--- config.mk ---
export PLATFORM = sky130hd
export DESIGN_NAME = xgc_global_regs
export DESIGN_NICKNAME = d
export VERILOG_FILES = /design/src/xgc_pkg.sv /design/src/xgc_mgmt_if.sv /design/src/xgc_cfg_bank.sv /design/src/xgc_global_regs.sv
export SDC_FILE = /design/constraint.sdc
export NUM_CORES = 1
export LEC_CHECK = 0
export ABC_AREA = 1
export BUFFER_PORTS_ARGS = -buffer_cell sky130_fd_sc_hd__buf_2
export CAP_MARGIN = 25
export CORE_UTILIZATION = 30
export DETAILED_ROUTE_END_ITERATION = 8
export HOLD_SLACK_MARGIN = 0.06
export PLACE_DENSITY_LB_ADDON = 0.05
export SLEW_MARGIN = 20
export SYNTH_ARGS = -nofsm -noshare
export SYNTH_HDL_FRONTEND = slang
export SYNTH_SLANG_ARGS = --single-unit
--- constraint.sdc ---
create_clock -name clk_sys -period 4.1 [get_ports clk_sys]
set_input_delay 0.615 -clock clk_sys [delete_from_list [all_inputs] [get_ports clk_sys]]
set_output_delay 0.615 -clock clk_sys [all_outputs]
set_load 0.02 [all_outputs]
--- src/xgc_pkg.sv ---
package xgc_pkg;

  // ---------------------------------------------------------------
  // Register map
  // ---------------------------------------------------------------
  localparam logic [4:0] XGC_REG_EXT_STATUS = 5'h0f;
  localparam logic [4:0] XGC_REG_GLOBAL_CFG = 5'h10;

  // ---------------------------------------------------------------
  // Global configuration fields
  // ---------------------------------------------------------------
  localparam int XGC_B_DESKEW = 14;
  localparam int XGC_B_LANE_SYNC = 13;
  localparam int XGC_B_IPG = 12;
  localparam int XGC_B_CTC = 11;
  localparam int XGC_B_MF_HI = 10;
  localparam int XGC_B_MF_LO = 9;
  localparam int XGC_B_LOS = 8;
  localparam int XGC_B_CFG_HI = 7;
  localparam int XGC_B_CFG_LO = 6;
  localparam int XGC_B_PRE_HI = 5;
  localparam int XGC_B_PRE_LO = 4;
  localparam int XGC_B_PRBS = 2;
  localparam int XGC_B_COMMA = 1;

  // Plain read/write bits; strap-gated bits are handled one by one
  localparam logic [15:0] XGC_RW_MASK = 16'h7f32;
  localparam logic [15:0] XGC_GCFG_RESET = 16'h0102;
  localparam logic [15:0] XGC_EXT_STATUS_VAL = 16'h0000;
  localparam logic [15:0] XGC_UNMAPPED_VAL = 16'h0000;

  // ---------------------------------------------------------------
  // Multifunction pin selections
  // ---------------------------------------------------------------
  localparam logic [1:0] XGC_MF_IO_STD = 2'h0;
  localparam logic [1:0] XGC_MF_COMMA = 2'h1;
  localparam logic [1:0] XGC_MF_LOS = 2'h2;
  localparam logic [1:0] XGC_MF_PRBS = 2'h3;

  // ---------------------------------------------------------------
  // Management frame
  // ---------------------------------------------------------------
  localparam logic [5:0] XGC_PRE_BITS = 6'h20;
  localparam logic [3:0] XGC_HDR_LAST = 4'hb;
  localparam logic [3:0] XGC_DATA_LAST = 4'hf;
  localparam logic [1:0] XGC_OP_RD = 2'h2;
  localparam logic [1:0] XGC_OP_WR = 2'h1;

  // Pin synchroniser lanes
  localparam int XGC_P_MDC = 0;
  localparam int XGC_P_MDIO = 1;
  localparam int XGC_P_HSTL = 2;
  localparam int XGC_P_CFG_HI = 3;
  localparam int XGC_P_CFG_LO = 4;
  localparam int XGC_P_PRBS = 5;
  localparam int XGC_NPINS = 6;

  typedef enum logic [2:0] {
    XGC_S_PRE,
    XGC_S_ST,
    XGC_S_HDR,
    XGC_S_TA1,
    XGC_S_TA2,
    XGC_S_RDAT,
    XGC_S_WDAT
  } xgc_state_e;

endpackage : xgc_pkg

--- src/xgc_mgmt_if.sv ---
`timescale 1ns/1ps
`default_nettype none

interface xgc_mgmt_if;
  logic wr_stb;
  logic [4:0] addr;
  logic [15:0] wdata;
  logic [15:0] rdata;

  modport engine (output wr_stb, output addr, output wdata, input rdata);
  modport bank (input wr_stb, input addr, input wdata, output rdata);
endinterface : xgc_mgmt_if

`default_nettype wire

--- src/xgc_cfg_bank.sv ---
`timescale 1ns/1ps
`default_nettype none

module xgc_cfg_bank
  import xgc_pkg::*;
(
  input wire logic clk_sys,
  input wire logic nrst,
  xgc_mgmt_if.bank bus,
  input wire logic strap_cfg_hi,
  input wire logic strap_cfg_lo,
  input wire logic strap_prbs_test,
  output logic [15:0] cfg_eff,
  output logic chan_load,
  output logic [15:0] chan_load_data
);

  typedef struct packed {
    logic [15:0] cfg;
    logic [15:0] eff;
    logic chan_load;
    logic [15:0] chan_data;
  } xgc_bank_s;

  xgc_bank_s r;
  xgc_bank_s nxt;

  // ---------------------------------------------------------------
  // Write and force logic
  // ---------------------------------------------------------------
  always_comb begin
    nxt = r;
    nxt.chan_load = 1'b0;
    if (bus.wr_stb && bus.addr == XGC_REG_GLOBAL_CFG) begin
      // Reserved bits never enter the store
      nxt.cfg = (r.cfg & ~XGC_RW_MASK) | (bus.wdata & XGC_RW_MASK);
      // Forced bits keep their stored value for when the force drops
      if (!strap_cfg_hi) begin
        nxt.cfg[XGC_B_CFG_HI] = bus.wdata[XGC_B_CFG_HI];
      end
      if (!strap_cfg_lo) begin
        nxt.cfg[XGC_B_CFG_LO] = bus.wdata[XGC_B_CFG_LO];
      end
      if (!strap_prbs_test) begin
        nxt.cfg[XGC_B_PRBS] = bus.wdata[XGC_B_PRBS];
      end
      nxt.chan_load = 1'b1;
      nxt.chan_data = nxt.cfg;
    end
    nxt.eff = nxt.cfg;
    nxt.eff[XGC_B_CFG_HI] = nxt.cfg[XGC_B_CFG_HI] | strap_cfg_hi;
    nxt.eff[XGC_B_CFG_LO] = nxt.cfg[XGC_B_CFG_LO] | strap_cfg_lo;
    nxt.eff[XGC_B_PRBS] = nxt.cfg[XGC_B_PRBS] | strap_prbs_test;
  end

  always_ff @(posedge clk_sys or negedge nrst) begin
    if (!nrst) begin
      r.cfg <= XGC_GCFG_RESET;
      r.eff <= XGC_GCFG_RESET;
      r.chan_load <= 1'b0;
      r.chan_data <= XGC_GCFG_RESET;
    end else begin
      r <= nxt;
    end
  end

  // ---------------------------------------------------------------
  // Read decode
  // ---------------------------------------------------------------
  always_comb begin
    unique case (bus.addr)
      XGC_REG_EXT_STATUS: bus.rdata = XGC_EXT_STATUS_VAL;
      XGC_REG_GLOBAL_CFG: bus.rdata = r.eff;
      default: bus.rdata = XGC_UNMAPPED_VAL;
    endcase
  end

  assign cfg_eff = r.eff;
  assign chan_load = r.chan_load;
  assign chan_load_data = r.chan_data;

endmodule : xgc_cfg_bank

`default_nettype wire

--- src/xgc_global_regs.sv ---
`timescale 1ns/1ps
`default_nettype none

// How it works
// - The extended status register always reads zero and ignores writes.
// - A global configuration write also reloads all four lane registers.
// - Bit 15 of the global register reads zero and cannot be written.
// - Bit 14 enables lane deskew and resets to zero.
// - Bit 13 enables lane synchronisation and resets to zero.
// - Bit 12 enables inter-packet-gap management and resets to zero.
// - Bit 11 enables clock tolerance compensation and resets to zero.
// - Bits 10:9 pick I/O standard, comma, loss of signal or PRBS pass.
// - Bit 8 enables loss-of-signal detection and resets to one.
// - Bit 7 is ORed with the high strap and writable only while it is low.
// - Bit 6 is ORed with the low strap and writable only while it is low.
// - Bits 5 and 4 are read/write preemphasis controls resetting to zero.
// - Bits 3 and 0 read zero and ignore writes.
// - Bit 2 enables PRBS, ORed with its strap, writable only while low.
// - Bit 1 enables comma detection and alignment and resets to one.
// - Writes to a forced bit are dropped and its old value returns later.

module xgc_global_regs
  import xgc_pkg::*;
#(
  parameter logic [4:0] PHY_ADDR = 5'h00
) (
  input wire logic clk_sys,
  input wire logic nrst,
  input wire logic mdc,
  input wire logic mdio_i,
  output logic mdio_o,
  output logic mdio_oe,
  input wire logic io_std_hstl,
  input wire logic strap_cfg_hi,
  input wire logic strap_cfg_lo,
  input wire logic strap_prbs_test,
  input wire logic [3:0] lane_comma_det,
  input wire logic [3:0] lane_los,
  input wire logic [3:0] lane_prbs_pass,
  output logic deskew_en,
  output logic lane_sync_en,
  output logic inter_packet_gap_en,
  output logic ctc_en,
  output logic los_det_en,
  output logic cfg_hi,
  output logic cfg_lo,
  output logic preemph_hi,
  output logic preemph_lo,
  output logic prbs_en,
  output logic comma_det_en,
  output logic [3:0] multifunction_pins,
  output logic chan_load,
  output logic [15:0] chan_load_data
);

  typedef struct packed {
    logic [XGC_NPINS-1:0] s1;
    logic [XGC_NPINS-1:0] s2;
    logic mdc_d;
    xgc_state_e st;
    logic [5:0] pre_cnt;
    logic [3:0] cnt;
    logic [1:0] op;
    logic [4:0] reg_a;
    logic hit;
    logic [15:0] sh;
    logic wr;
    logic [15:0] wdata;
    logic mdio_o;
    logic mdio_oe;
    logic [3:0] mf;
  } xgc_top_s;

  xgc_top_s r;
  xgc_top_s nxt;
  logic [XGC_NPINS-1:0] pins;
  logic rise;
  logic bit_in;
  logic [11:0] hdr;
  logic [15:0] cfg_eff;

  xgc_mgmt_if mbus ();

  assign pins = {strap_prbs_test, strap_cfg_lo, strap_cfg_hi,
                 io_std_hstl, mdio_i, mdc};

  // Edge and data come through equal synchroniser depth, so they align
  assign rise = r.s2[XGC_P_MDC] && !r.mdc_d;
  assign bit_in = r.s2[XGC_P_MDIO];
  assign hdr = {r.sh[10:0], bit_in};

  // ---------------------------------------------------------------
  // Frame engine
  // ---------------------------------------------------------------
  always_comb begin
    nxt = r;
    nxt.s1 = pins;
    nxt.s2 = r.s1;
    nxt.mdc_d = r.s2[XGC_P_MDC];
    nxt.wr = 1'b0;
    if (rise) begin
      unique case (r.st)
        XGC_S_PRE: begin
          if (bit_in) begin
            if (r.pre_cnt != XGC_PRE_BITS) begin
              nxt.pre_cnt = r.pre_cnt + 6'h01;
            end
          end else if (r.pre_cnt == XGC_PRE_BITS) begin
            nxt.st = XGC_S_ST;
          end else begin
            nxt.pre_cnt = 6'h00;
          end
        end
        XGC_S_ST: begin
          nxt.pre_cnt = 6'h00;
          nxt.cnt = 4'h0;
          nxt.st = bit_in ? XGC_S_HDR : XGC_S_PRE;
        end
        XGC_S_HDR: begin
          nxt.sh = {r.sh[14:0], bit_in};
          nxt.cnt = r.cnt + 4'h1;
          if (r.cnt == XGC_HDR_LAST) begin
            nxt.op = hdr[11:10];
            nxt.reg_a = hdr[4:0];
            nxt.hit = (hdr[9:5] == PHY_ADDR);
            // Unknown opcodes drop the frame and wait for a preamble
            if (hdr[11:10] == XGC_OP_RD || hdr[11:10] == XGC_OP_WR) begin
              nxt.st = XGC_S_TA1;
            end else begin
              nxt.st = XGC_S_PRE;
            end
          end
        end
        XGC_S_TA1: begin
          nxt.st = XGC_S_TA2;
          if (r.op == XGC_OP_RD) begin
            nxt.sh = mbus.rdata;
            nxt.mdio_o = 1'b0;
            nxt.mdio_oe = r.hit;
          end
        end
        XGC_S_TA2: begin
          nxt.cnt = 4'h0;
          if (r.op == XGC_OP_RD) begin
            nxt.mdio_o = r.sh[15];
            nxt.sh = {r.sh[14:0], 1'b0};
            nxt.st = XGC_S_RDAT;
          end else begin
            nxt.st = XGC_S_WDAT;
          end
        end
        XGC_S_RDAT: begin
          nxt.cnt = r.cnt + 4'h1;
          if (r.cnt == XGC_DATA_LAST) begin
            nxt.mdio_o = 1'b0;
            nxt.mdio_oe = 1'b0;
            nxt.st = XGC_S_PRE;
          end else begin
            nxt.mdio_o = r.sh[15];
            nxt.sh = {r.sh[14:0], 1'b0};
          end
        end
        XGC_S_WDAT: begin
          nxt.cnt = r.cnt + 4'h1;
          nxt.sh = {r.sh[14:0], bit_in};
          if (r.cnt == XGC_DATA_LAST) begin
            // Status register has no store, so a write there is inert
            nxt.wr = r.hit;
            nxt.wdata = {r.sh[14:0], bit_in};
            nxt.st = XGC_S_PRE;
          end
        end
        default: nxt.st = XGC_S_PRE;
      endcase
    end

    // Multifunction pins, one per lane, all four updated every cycle
    for (int i = 0; i < 4; i++) begin
      unique case (cfg_eff[XGC_B_MF_HI:XGC_B_MF_LO])
        XGC_MF_IO_STD: nxt.mf[i] = r.s2[XGC_P_HSTL];
        XGC_MF_COMMA: nxt.mf[i] = lane_comma_det[i];
        XGC_MF_LOS: nxt.mf[i] = lane_los[i];
        XGC_MF_PRBS: nxt.mf[i] = lane_prbs_pass[i];
      endcase
    end
  end

  always_ff @(posedge clk_sys or negedge nrst) begin
    if (!nrst) begin
      r.s1 <= '0;
      r.s2 <= '0;
      r.mdc_d <= 1'b0;
      r.st <= XGC_S_PRE;
      r.pre_cnt <= 6'h00;
      r.cnt <= 4'h0;
      r.op <= 2'h0;
      r.reg_a <= 5'h00;
      r.hit <= 1'b0;
      r.sh <= 16'h0000;
      r.wr <= 1'b0;
      r.wdata <= 16'h0000;
      r.mdio_o <= 1'b0;
      r.mdio_oe <= 1'b0;
      r.mf <= 4'h0;
    end else begin
      r <= nxt;
    end
  end

  assign mbus.wr_stb = r.wr;
  assign mbus.addr = r.reg_a;
  assign mbus.wdata = r.wdata;

  // ---------------------------------------------------------------
  // Register bank
  // ---------------------------------------------------------------
  xgc_cfg_bank u_bank (
    .clk_sys(clk_sys),
    .nrst(nrst),
    .bus(mbus.bank),
    .strap_cfg_hi(r.s2[XGC_P_CFG_HI]),
    .strap_cfg_lo(r.s2[XGC_P_CFG_LO]),
    .strap_prbs_test(r.s2[XGC_P_PRBS]),
    .cfg_eff(cfg_eff),
    .chan_load(chan_load),
    .chan_load_data(chan_load_data)
  );

  // ---------------------------------------------------------------
  // Outputs
  // ---------------------------------------------------------------
  assign deskew_en = cfg_eff[XGC_B_DESKEW];
  assign lane_sync_en = cfg_eff[XGC_B_LANE_SYNC];
  assign inter_packet_gap_en = cfg_eff[XGC_B_IPG];
  assign ctc_en = cfg_eff[XGC_B_CTC];
  assign los_det_en = cfg_eff[XGC_B_LOS];
  assign cfg_hi = cfg_eff[XGC_B_CFG_HI];
  assign cfg_lo = cfg_eff[XGC_B_CFG_LO];
  assign preemph_hi = cfg_eff[XGC_B_PRE_HI];
  assign preemph_lo = cfg_eff[XGC_B_PRE_LO];
  assign prbs_en = cfg_eff[XGC_B_PRBS];
  assign comma_det_en = cfg_eff[XGC_B_COMMA];
  assign multifunction_pins = r.mf;
  assign mdio_o = r.mdio_o;
  assign mdio_oe = r.mdio_oe;

endmodule : xgc_global_regs

`default_nettype wire

==> summary.md, run 1 <==
| Metric | Value |
|---|---|
| Status | `complete, no violations` |
| Post-CTS resize count | `0` |
| Commonest non-fill, non-tap cells in the layout | `nand2_1, dfrtp_1, inv_1` |
| Pwr dens | `376 mW/mm^2` |
| Share of cells above drive strength 1 | `17.9%` |
| Clock Tree Root | `clkbuf_16` |
| Worst Clk Skew | `6.61 ps` |
| Worst-skew pair later-pin latency | `350 ps` |
| Vias in the first global route | `3184` |
| Met2 Use GR | `23.2%` |
| DR pass1 iterations | `4` |
| WL per Instance | `12.8 um` |
| CP Capture Type | `flop` |
| Final setup vio count | `0` |
| P&R area growth vs syn | `13.0%` |
| Post-route DRC | `0` |
| Busiest grt layer | `met2` |
| IO Pins | `54` |
| CP Max Fanout | `16` |
| CTS tree | `built` |
| Global-route wire length before repair | `15.9 mm` |
| Clk buf depth | `2` |
| Hold-fix buffers, CTS | `0` |
| Sequential fraction of the synthesis area | `53.7%` |
| Clock transition at path regs | `60 ps` |
| FF+latch count, synth | `90` |
| Fin crit period | `2270 ps` |
| Design area | `0.00474 mm^2` |
| Core box area | `0.0135 mm^2` |
| Worst rel slew slack | `43.7%` |
| Final hold vios | `0` |
| HPWL after detailed placement | `6.19 mm` |
| Met3 track demand over resource | `4.58%` |
| Clk sinks | `90` |
| Post-route ant nets | `0` |
| Library cells used by synthesis | `27` |
| Die area | `0.0145 mm^2` |
| CP Launch Type | `flop` |
| Total number of vias | `3137` |
| Initial Utilization | `31.2%` |
| Grt ovf | `0` |
| Largest net degree at the start of global routing | `65` |
| WP data arrival | `2550 ps` |
| Period utilisation layout | `55.3%` |
| Max VDD drop | `0.000240 V` |
| RSZ-0062 raised after global routing | `no` |
| Fmax | `441 MHz` |
| Die width | `120 um` |
| Antenna violations before repair | `0` |
| Worst Tran Pin Value | `844 ps` |
| Final worst slack | `1830 ps` |
| Post-CTS Repair Setup Buffers | `0` |
| H-Tree Depth | `3` |
| # diodes | `0` |
| Chip height | `120 um` |
| Max Cap Violations | `0` |
| Total wire length | `9.23 mm` |
| WS Path Type | `flop to flop` |
| Mapped Area | `0.00420 mm^2` |
| DR iter-0 viols | `127` |
| Dpl cell area | `0.00445 mm^2` |
| Place WS | `1730 ps` |
| Mapped Cells | `511` |
| Num CTS Buffers | `9` |
| Lkg Pwr | `2.49 nW` |
| Hold Path Class | `flop to flop` |
| Site row count | `42` |
| Routing usage on met1 | `18.1%` |
| Nets | `565` |
| RD Place Congestion | `0.790` |
| Port buffer count | `50` |
| GRT Total Usage | `14.4%` |
| Final Max Tran Viols | `0` |
| Syn avg cell area | `8.21 um^2` |
| Vias per Instance | `4.34` |
| WP data required | `4380 ps` |
| YS warnings | `0` |
| Setup_tns | `0 ps` |
| Commonest non-fill, non-tap cell in the layout | `nand2_1` |
==> stage by stage <==
stage | power [mW] | utilization (%) | std cells | hold WS, ps
CTS | 1.82 | 35.2 | 723 | 349
global route | 1.86 | 35.2 | 723 | 354
finish | 1.78 | 35.2 | 723 | 347
floorplan | 0.962 | - | 513 | 319
detailed placement | 0.998 | 33.1 | 707 | 335
global placement | 0.998 | 33.1 | 707 | 332
==> area by class of cell <==
class / count / area [um^2]
sequential: 90 / 2250
multi-input combinational: 335 / 1510
clock inverter: 3 / 22.5
tap: 176 / 220
timing repair buffer: 51 / 260
inverter: 55 / 206
clock buffer: 13 / 270
fill: 1442 / 8710
==> critical path: stages, from the launching register on <==
cell and delay (ps):
dfrtp_1 370, nor2_1 140, nand4_1 630, inv_1 670
nand2_1 130, o21ai_1 130, inv_1 60, nand2_1 70
==> worst paths after layout <==
kind | start | endpoint | slack [ps] | depth (start not counted)
min in group asynchronous | nrst | r[64] | 360 | 1
min reg2reg | nxt[64] | r[64] | 350 | 0
max | mbus.addr[3] | u_bank.cfg_eff[7] | 1830 | 7
max reg2reg | mbus.addr[3] | u_bank.cfg_eff[7] | 1830 | 7
max in group asynchronous | nrst | u_bank.r[41] | 2840 | 2
min | nxt[64] | r[64] | 350 | 0
==> registers in the layout, indices dropped and copies added (netlist names) <==
register / cells
r: 26
bit_in: 1
u_bank.chan_load: 1
mdio_oe: 1
mbus.addr: 5
mbus.wdata: 13
mbus.wr_stb: 1
u_bank.chan_load_data: 3
u_bank.r: 13
u_bank.cfg_eff: 3
hdr: 11
multifunction_pins: 4
nxt: 7
mdio_o: 1
==> routing by layer <==
metal / up-vias / wire [um]
met2: 51 / 4330
met1: 1456 / 4420
li1: 1623 / -
met3: 7 / 362
met5: - / 0
met4: 0 / 111
==> Yosys cell counts (all sizes together) <==
library cell	n	area share, %
nor3	1	0.12
nor4	1	0.15
ha	3	0.89
nand2	202	20
a21oi	4	0.48
nand4	7	1.2
inv	55	4.9
nand3	39	4.7
xnor2	1	0.21
o21ai	42	5.0
clkbuf	4	0.36
dfstp	2	1.3
nand3b	1	0.18
xor2	1	0.21
buf	29	5.3
nor2	30	3.0
dfrtp	88	52
conb	1	0.089
==> power by group <==
part	total [mW]	switching (mW)	internal, mW	leakage, nW
logic	0.0661	0.0466	0.0195	1.15
registers	0.913	0.0105	0.902	1.20
clock network	0.802	0.340	0.462	0.146
total	1.78	0.397	1.38	2.49
==> cells by family after synthesis <==
group / Yosys count / synth area share (%)
buffers and inverters: 88 / 10.6
DFF: 90 / 53.7
and+or+nand+nor: 281 / 28.8
other: 1 / 0.0894
adders and majority gates: 3 / 0.895
xor gates and xnor gates: 2 / 0.417
AOI/OAI and AO/OA: 46 / 5.49
Note: power is estimated with default switching activity, not from simulation.
==> run 2: changes to the inputs <==
==> constraint.sdc (replaced) <==
create_clock -name clk_sys -period 2.1 [get_ports clk_sys]
set_input_delay 0.315 -clock clk_sys [delete_from_list [all_inputs] [get_ports clk_sys]]
set_output_delay 0.315 -clock clk_sys [all_outputs]
set_load 0.02 [all_outputs]
==> summary.md, run 2 (synthesis results as in run 1) <==
| Metric | Value |
|---|---|
| Status | `complete, no violations` |
| Fmax | `543 MHz` |
| RSZ-0062 raised after global routing | `no` |
| Biggest registers after layout | `r: 26 flops, mbus.wdata: 13 flops, u_bank.r: 13 flops` |
| WP data arrival | `2060 ps` |
| Core box area | `0.0135 mm^2` |
| Vias in the first global route | `3155` |
| CP Capture Type | `flop` |
| CP Max Fanout | `17` |
| Final hold vios | `0` |
| # diodes | `0` |
| Design area | `0.00483 mm^2` |
| DR iter-0 viols | `119` |
| Total power | `3.53 mW` |
| Fillcell total | `1460` |
| Post-route DRC | `0` |
| Largest stage delay, worst path | `620 ps` |
| Final Max Tran Viols | `0` |
| Clk buf depth | `2` |
| Grt ovf | `0` |
| Initial Utilization | `31.2%` |
| CP top delay family | `simple AND/OR/NAND/NOR gates` |
| Clock transition at path regs | `60 ps` |
| Antenna violations before repair | `0` |
| Global-route wire length before repair | `15.5 mm` |
| Share of cells above drive strength 1 | `18.4%` |
| Worst-skew pair later-pin latency | `350 ps` |
| Max Cap Violations | `0` |
| Post-route ant nets | `0` |
| Sw Ratio | `21.9%` |
| Lkg Pwr | `2.54 nW` |
| Most flop-heavy register | `r` |
| Clock power share | `45.6%` |
| CP endpoint | `hdr[4]` |
| Final setup vio count | `0` |
| Flop2flop setup slack | `260 ps` |
| Number of cells on the worst reg-to-reg path | `8` |
| Combinational share of power | `3.9%` |
| Port buffer count | `50` |
| HPWL after detailed placement | `6.22 mm` |
| Post-CTS Repair Setup Buffers | `0` |
| Die width | `120 um` |
| IO Pins | `54` |
| Nets | `572` |
| Pwr dens | `731 mW/mm^2` |
| Place WS | `196 ps` |
| Clk sinks | `90` |
| Clock Tree Root | `clkbuf_16` |
| Dpl cell area | `0.00449 mm^2` |
| Final worst slack | `257 ps` |
| DR pass1 iterations | `4` |
| Commonest non-fill, non-tap cell in the layout | `nand2_1` |
| WL per Instance | `12.3 um` |
| Cells along the critical path | `nand2_4, nand2_4, nor2_1, nor2_1, nand2_2, buf_4, nand2_1, o21ai_0` |
| Num CTS Buffers | `9` |
| Setup_tns | `0 ps` |
| Hold Path Class | `input pin to flop` |
| Max FFs per register | `26` |
| RD Place Congestion | `0.837` |
| Levels on crit path | `8` |
| Total wire length | `8.96 mm` |
| R2r endpoint | `hdr[4]` |
| H-Tree Depth | `3` |
| Crit-path slowest cell | `dfrtp_1` |
| Worst path bufs/invs | `1` |
| Critical path launch point | `r[59]` |
| WP data required | `2320 ps` |
| WS Path Type | `flop to flop` |
| Commonest non-fill, non-tap cells in the layout | `nand2_1, dfrtp_1, inv_1` |
| CTS tree | `built` |
| Fin util | `35.9%` |
| Total number of vias | `3172` |
| CP Launch Type | `flop` |
| Fin crit period | `1840 ps` |
| Max VDD drop | `0.000307 V` |
| Die area | `0.0145 mm^2` |
| Largest net degree at the start of global routing | `55` |
| Sw power | `0.772 mW` |
| Vias per Instance | `4.35` |
| Reg2Reg Launch Point | `r[59]` |
| P&R area growth vs syn | `15.0%` |
| Chip height | `120 um` |
| Site row count | `42` |
| Period utilisation layout | `87.7%` |
| Sequential share of power | `50.5%` |
| P_int | `2.76 mW` |
| Worst Clk Skew | `7.60 ps` |
| GRT Total Usage | `13.9%` |
-- run 2: changes by cell type in the layout (fill, tap and decap cells not counted), sizes merged --
cell and delta:
buf +4, dlygate4sd3 +3, clkbuf -2, bufinv +1
clkinv +1
-- run 2: layer usage --
layer	GRT usage, %	vias up	share of wire (%)
li1	-	1644	-
met1	18.4	1472	50
met5	0	-	0
met3	2.59	11	2.6
met2	21.9	45	45
met4	6.94	0	2.1
-- run 2: worst min path at each step --
stage	slack (ps)	to	cells after the start	startpoint
6_report	70	nxt[65]	1	strap_cfg_lo
5_1_grt	60	nxt[66]	1	strap_prbs_test
4_1_cts	60	nxt[65]	1	strap_cfg_lo
3_5_place_dp	190	r[64]	1	nrst
3_3_place_gp	190	r[64]	1	nrst
2_1_floorplan	20	bit_in	0	nrst
-- run 2: power by group through the flow --
stage / Sequential (mW) / Combinational (mW) / Clock, mW
global placement: 1.81 / 0.137 / 0
CTS: 1.78 / 0.143 / 1.69
global route: 1.78 / 0.161 / 1.76
detailed placement: 1.81 / 0.138 / 0
finish: 1.78 / 0.138 / 1.61
floorplan: 1.81 / 0.0649 / 0
-- run 2: layout make-up --
class,count,area (um^2),area share [%]
clock buffer,11,243,5.03
clock inverter,5,53.8,1.11
inverter,55,206,4.28
multi-input combinational,335,1520,31.4
sequential,90,2250,46.7
tap,176,220,4.56
timing repair buffer,58,333,6.90
-- run 2: timing repair --
| item | CTS | global route |
|---|---|---|
| endpoints found under the hold margin | 15 | 0 |
| gates resized for setup | 0 | 1 |
| setup endpoints to repair | 0 | 9 |
| hold buffers | 3 | 0 |
-- run 2: stage by stage --
| step | hold slack, ps | cells |
|---|---|---|
| 6_report | 74.1 | 730 |
| 5_1_grt | 61.1 | 730 |
| 4_1_cts | 60.3 | 730 |
| 3_5_place_dp | 190 | 711 |
| 3_3_place_gp | 185 | 711 |
| 2_1_floorplan | 19.4 | 513 |
==> run 3: changes to the inputs <==
--- a/config.mk
+++ b/config.mk
@@ -8,10 +8,14 @@
 export ABC_AREA = 1
 export BUFFER_PORTS_ARGS = -buffer_cell sky130_fd_sc_hd__buf_2
 export CAP_MARGIN = 25
+export CELL_PAD_IN_SITES_DETAIL_PLACEMENT = 0
+export CELL_PAD_IN_SITES_GLOBAL_PLACEMENT = 1
 export CORE_UTILIZATION = 30
+export CTS_BUF_LIST = sky130_fd_sc_hd__clkbuf_8
 export DETAILED_ROUTE_END_ITERATION = 8
 export HOLD_SLACK_MARGIN = 0.06
 export PLACE_DENSITY_LB_ADDON = 0.05
+export RECOVER_POWER = 100
 export SLEW_MARGIN = 20
 export SYNTH_ARGS = -nofsm -noshare
 export SYNTH_HDL_FRONTEND = slang
==> summary.md, run 3 (synthesis results as in run 1) <==
| Metric | Value |
|---|---|
| Status | `complete, no violations` |
| Commonest non-fill, non-tap cells in the layout | `nand2_1, dfrtp_1, inv_1` |
| Chip height | `120 um` |
| Clock Tree Root | `clkbuf_8` |
| Period utilisation layout | `86.1%` |
| Largest stage delay, worst path | `450 ps` |
| Core box area | `0.0135 mm^2` |
| DR pass1 iterations | `4` |
| Max Cap Violations | `0` |
| WP data required | `2410 ps` |
| CP Launch Type | `flop` |
| Routing usage on met1 | `19.3%` |
| Met2 Use GR | `22.1%` |
| CP top delay family | `simple AND/OR/NAND/NOR gates` |
| WS Path Type | `flop to flop` |
| HPWL after detailed placement | `6.39 mm` |
| Initial Utilization | `31.2%` |
| Post-CTS Repair Setup Buffers | `0` |
| Crit-path slowest cell | `dfrtp_1` |
| Reg2Reg Launch Point | `r[58]` |
| Pwr dens | `654 mW/mm^2` |
| Final setup vio count | `0` |
| Total wire length | `9.35 mm` |
| Global-route wire length before repair | `15.8 mm` |
| Clk sinks | `90` |
| Fin crit period | `1810 ps` |
| RSZ-0062 raised after global routing | `no` |
| CP Capture Type | `flop` |
| Die width | `120 um` |
| Vias in the first global route | `3144` |
| Total number of vias | `3180` |
| WP data arrival | `2120 ps` |
| Nets | `578` |
| Fmax | `553 MHz` |
| GRT Total Usage | `14.2%` |
| Share of cells above drive strength 1 | `12.5%` |
| Grt ovf | `0` |
| Commonest non-fill, non-tap cell in the layout | `nand2_1` |
| Number of cells on the worst reg-to-reg path | `9` |
| Largest net degree at the start of global routing | `51` |
| Port buffer count | `50` |
| R2r endpoint | `r[36]` |
| H-Tree Depth | `3` |
| Worst rel slew slack | `44.4%` |
| Max VDD drop | `0.000264 V` |
| Busiest grt layer | `met2` |
| Final Max Tran Viols | `0` |
| DR iter-0 viols | `170` |
| Flop2flop setup slack | `290 ps` |
| # diodes | `0` |
| Final hold vios | `0` |
| Biggest registers after layout | `r: 26 flops, mbus.wdata: 13 flops, u_bank.r: 13 flops` |
| Post-route DRC | `0` |
| P&R area growth vs syn | `12.1%` |
| IO Pins | `54` |
| Hold Path Class | `input pin to flop` |
| Die area | `0.0145 mm^2` |
| Cells along the critical path | `inv_2, nand2_4, nand2_4, nor2_1, nor2_1, nand2_2, inv_2, nand2_1, nand2_1` |
| Clk buf depth | `2` |
| Most flop-heavy register | `r` |
| Worst Hold End | `multifunction_pins[2]` |
| CP Max Fanout | `17` |
| Worst Clk Skew | `6.33 ps` |
| Fin util | `35.0%` |
| Max FFs per register | `26` |
| Antenna violations before repair | `0` |
| Met3 track demand over resource | `2.26%` |
| Lkg Pwr | `2.37 nW` |
| CTS tree | `built` |
| Place WS | `141 ps` |
| Final worst slack | `291 ps` |
| Site row count | `42` |
| Worst Tran Pin Value | `834 ps` |
| Hold path cells | `3` |
| Setup_tns | `0 ps` |
| RD Place Congestion | `0.812` |
| Worst-skew pair later-pin latency | `370 ps` |
| Num CTS Buffers | `9` |
| Worst path bufs/invs | `2` |
| WL per Instance | `12.7 um` |
| Post-route ant nets | `0` |
| Hold Startpoint | `lane_comma_det[2]` |
| Vias per Instance | `4.33` |
| Clock transition at path regs | `80 ps` |
run 3: timing repair:
action	4_1_cts	5_1_grt
gates resized for setup	0	2
endpoints found under the setup margin	0	19
hold buffers	7	0
hold endpoints to repair	61	0
run 3: final cells by class:
class	instances	area [um^2]
flip-flops and latches	90	2260
repair buffers	64	319
fillers	1482	8750
well taps	176	220
clock inverters	2	10.0
inverters	55	206
multi-input cells	335	1520
clock buffers	13	179
run 3: stage by stage:
| stage | hold slack [ps] | power (mW) | instances | cell area (um^2) |
|---|---|---|---|---|
| floorplan | 19.4 | 1.88 | 513 | 4200 |
| global placement | 152 | 1.95 | 713 | 4510 |
| detailed placement | 154 | 1.95 | 713 | 4510 |
| CTS | 183 | 3.15 | 735 | 4760 |
| global route | 199 | 3.22 | 735 | 4710 |
| finish | 210 | 3.08 | 735 | 4710 |
run 3: power by group:
| group | total (mW) | switching, mW | internal [mW] |
|---|---|---|---|
| combinational | 0.137 | 0.0929 | 0.0441 |
| sequential | 1.78 | 0.0206 | 1.76 |
| clock | 1.16 | 0.609 | 0.550 |
run 3: worst min-delay path: stages:
cell	delay (ps)
buf_2	80
nand3_1	70
nand4_1	80
run 3: how the worst max path moves through the flow:
stage | start | to | slack [ps] | cells after the start
finish | r[58] | r[36] | 290 | 9
global route | r[57] | r[36] | 40 | 9
CTS | r[47] | mbus.wdata[9] | 130 | 5
detailed placement | r[47] | mbus.wdata[9] | 140 | 5
global placement | r[59] | hdr[10] | 190 | 8
floorplan | r[47] | hdr[9] | 650 | 9
run 3: routing by layer:
| layer | wire [um] | vias to the layer above |
|---|---|---|
| li1 | - | 1649 |
| met1 | 4460 | 1470 |
| met2 | 4410 | 48 |
| met3 | 297 | 13 |
| met4 | 179 | 0 |
| met5 | 0 | - |
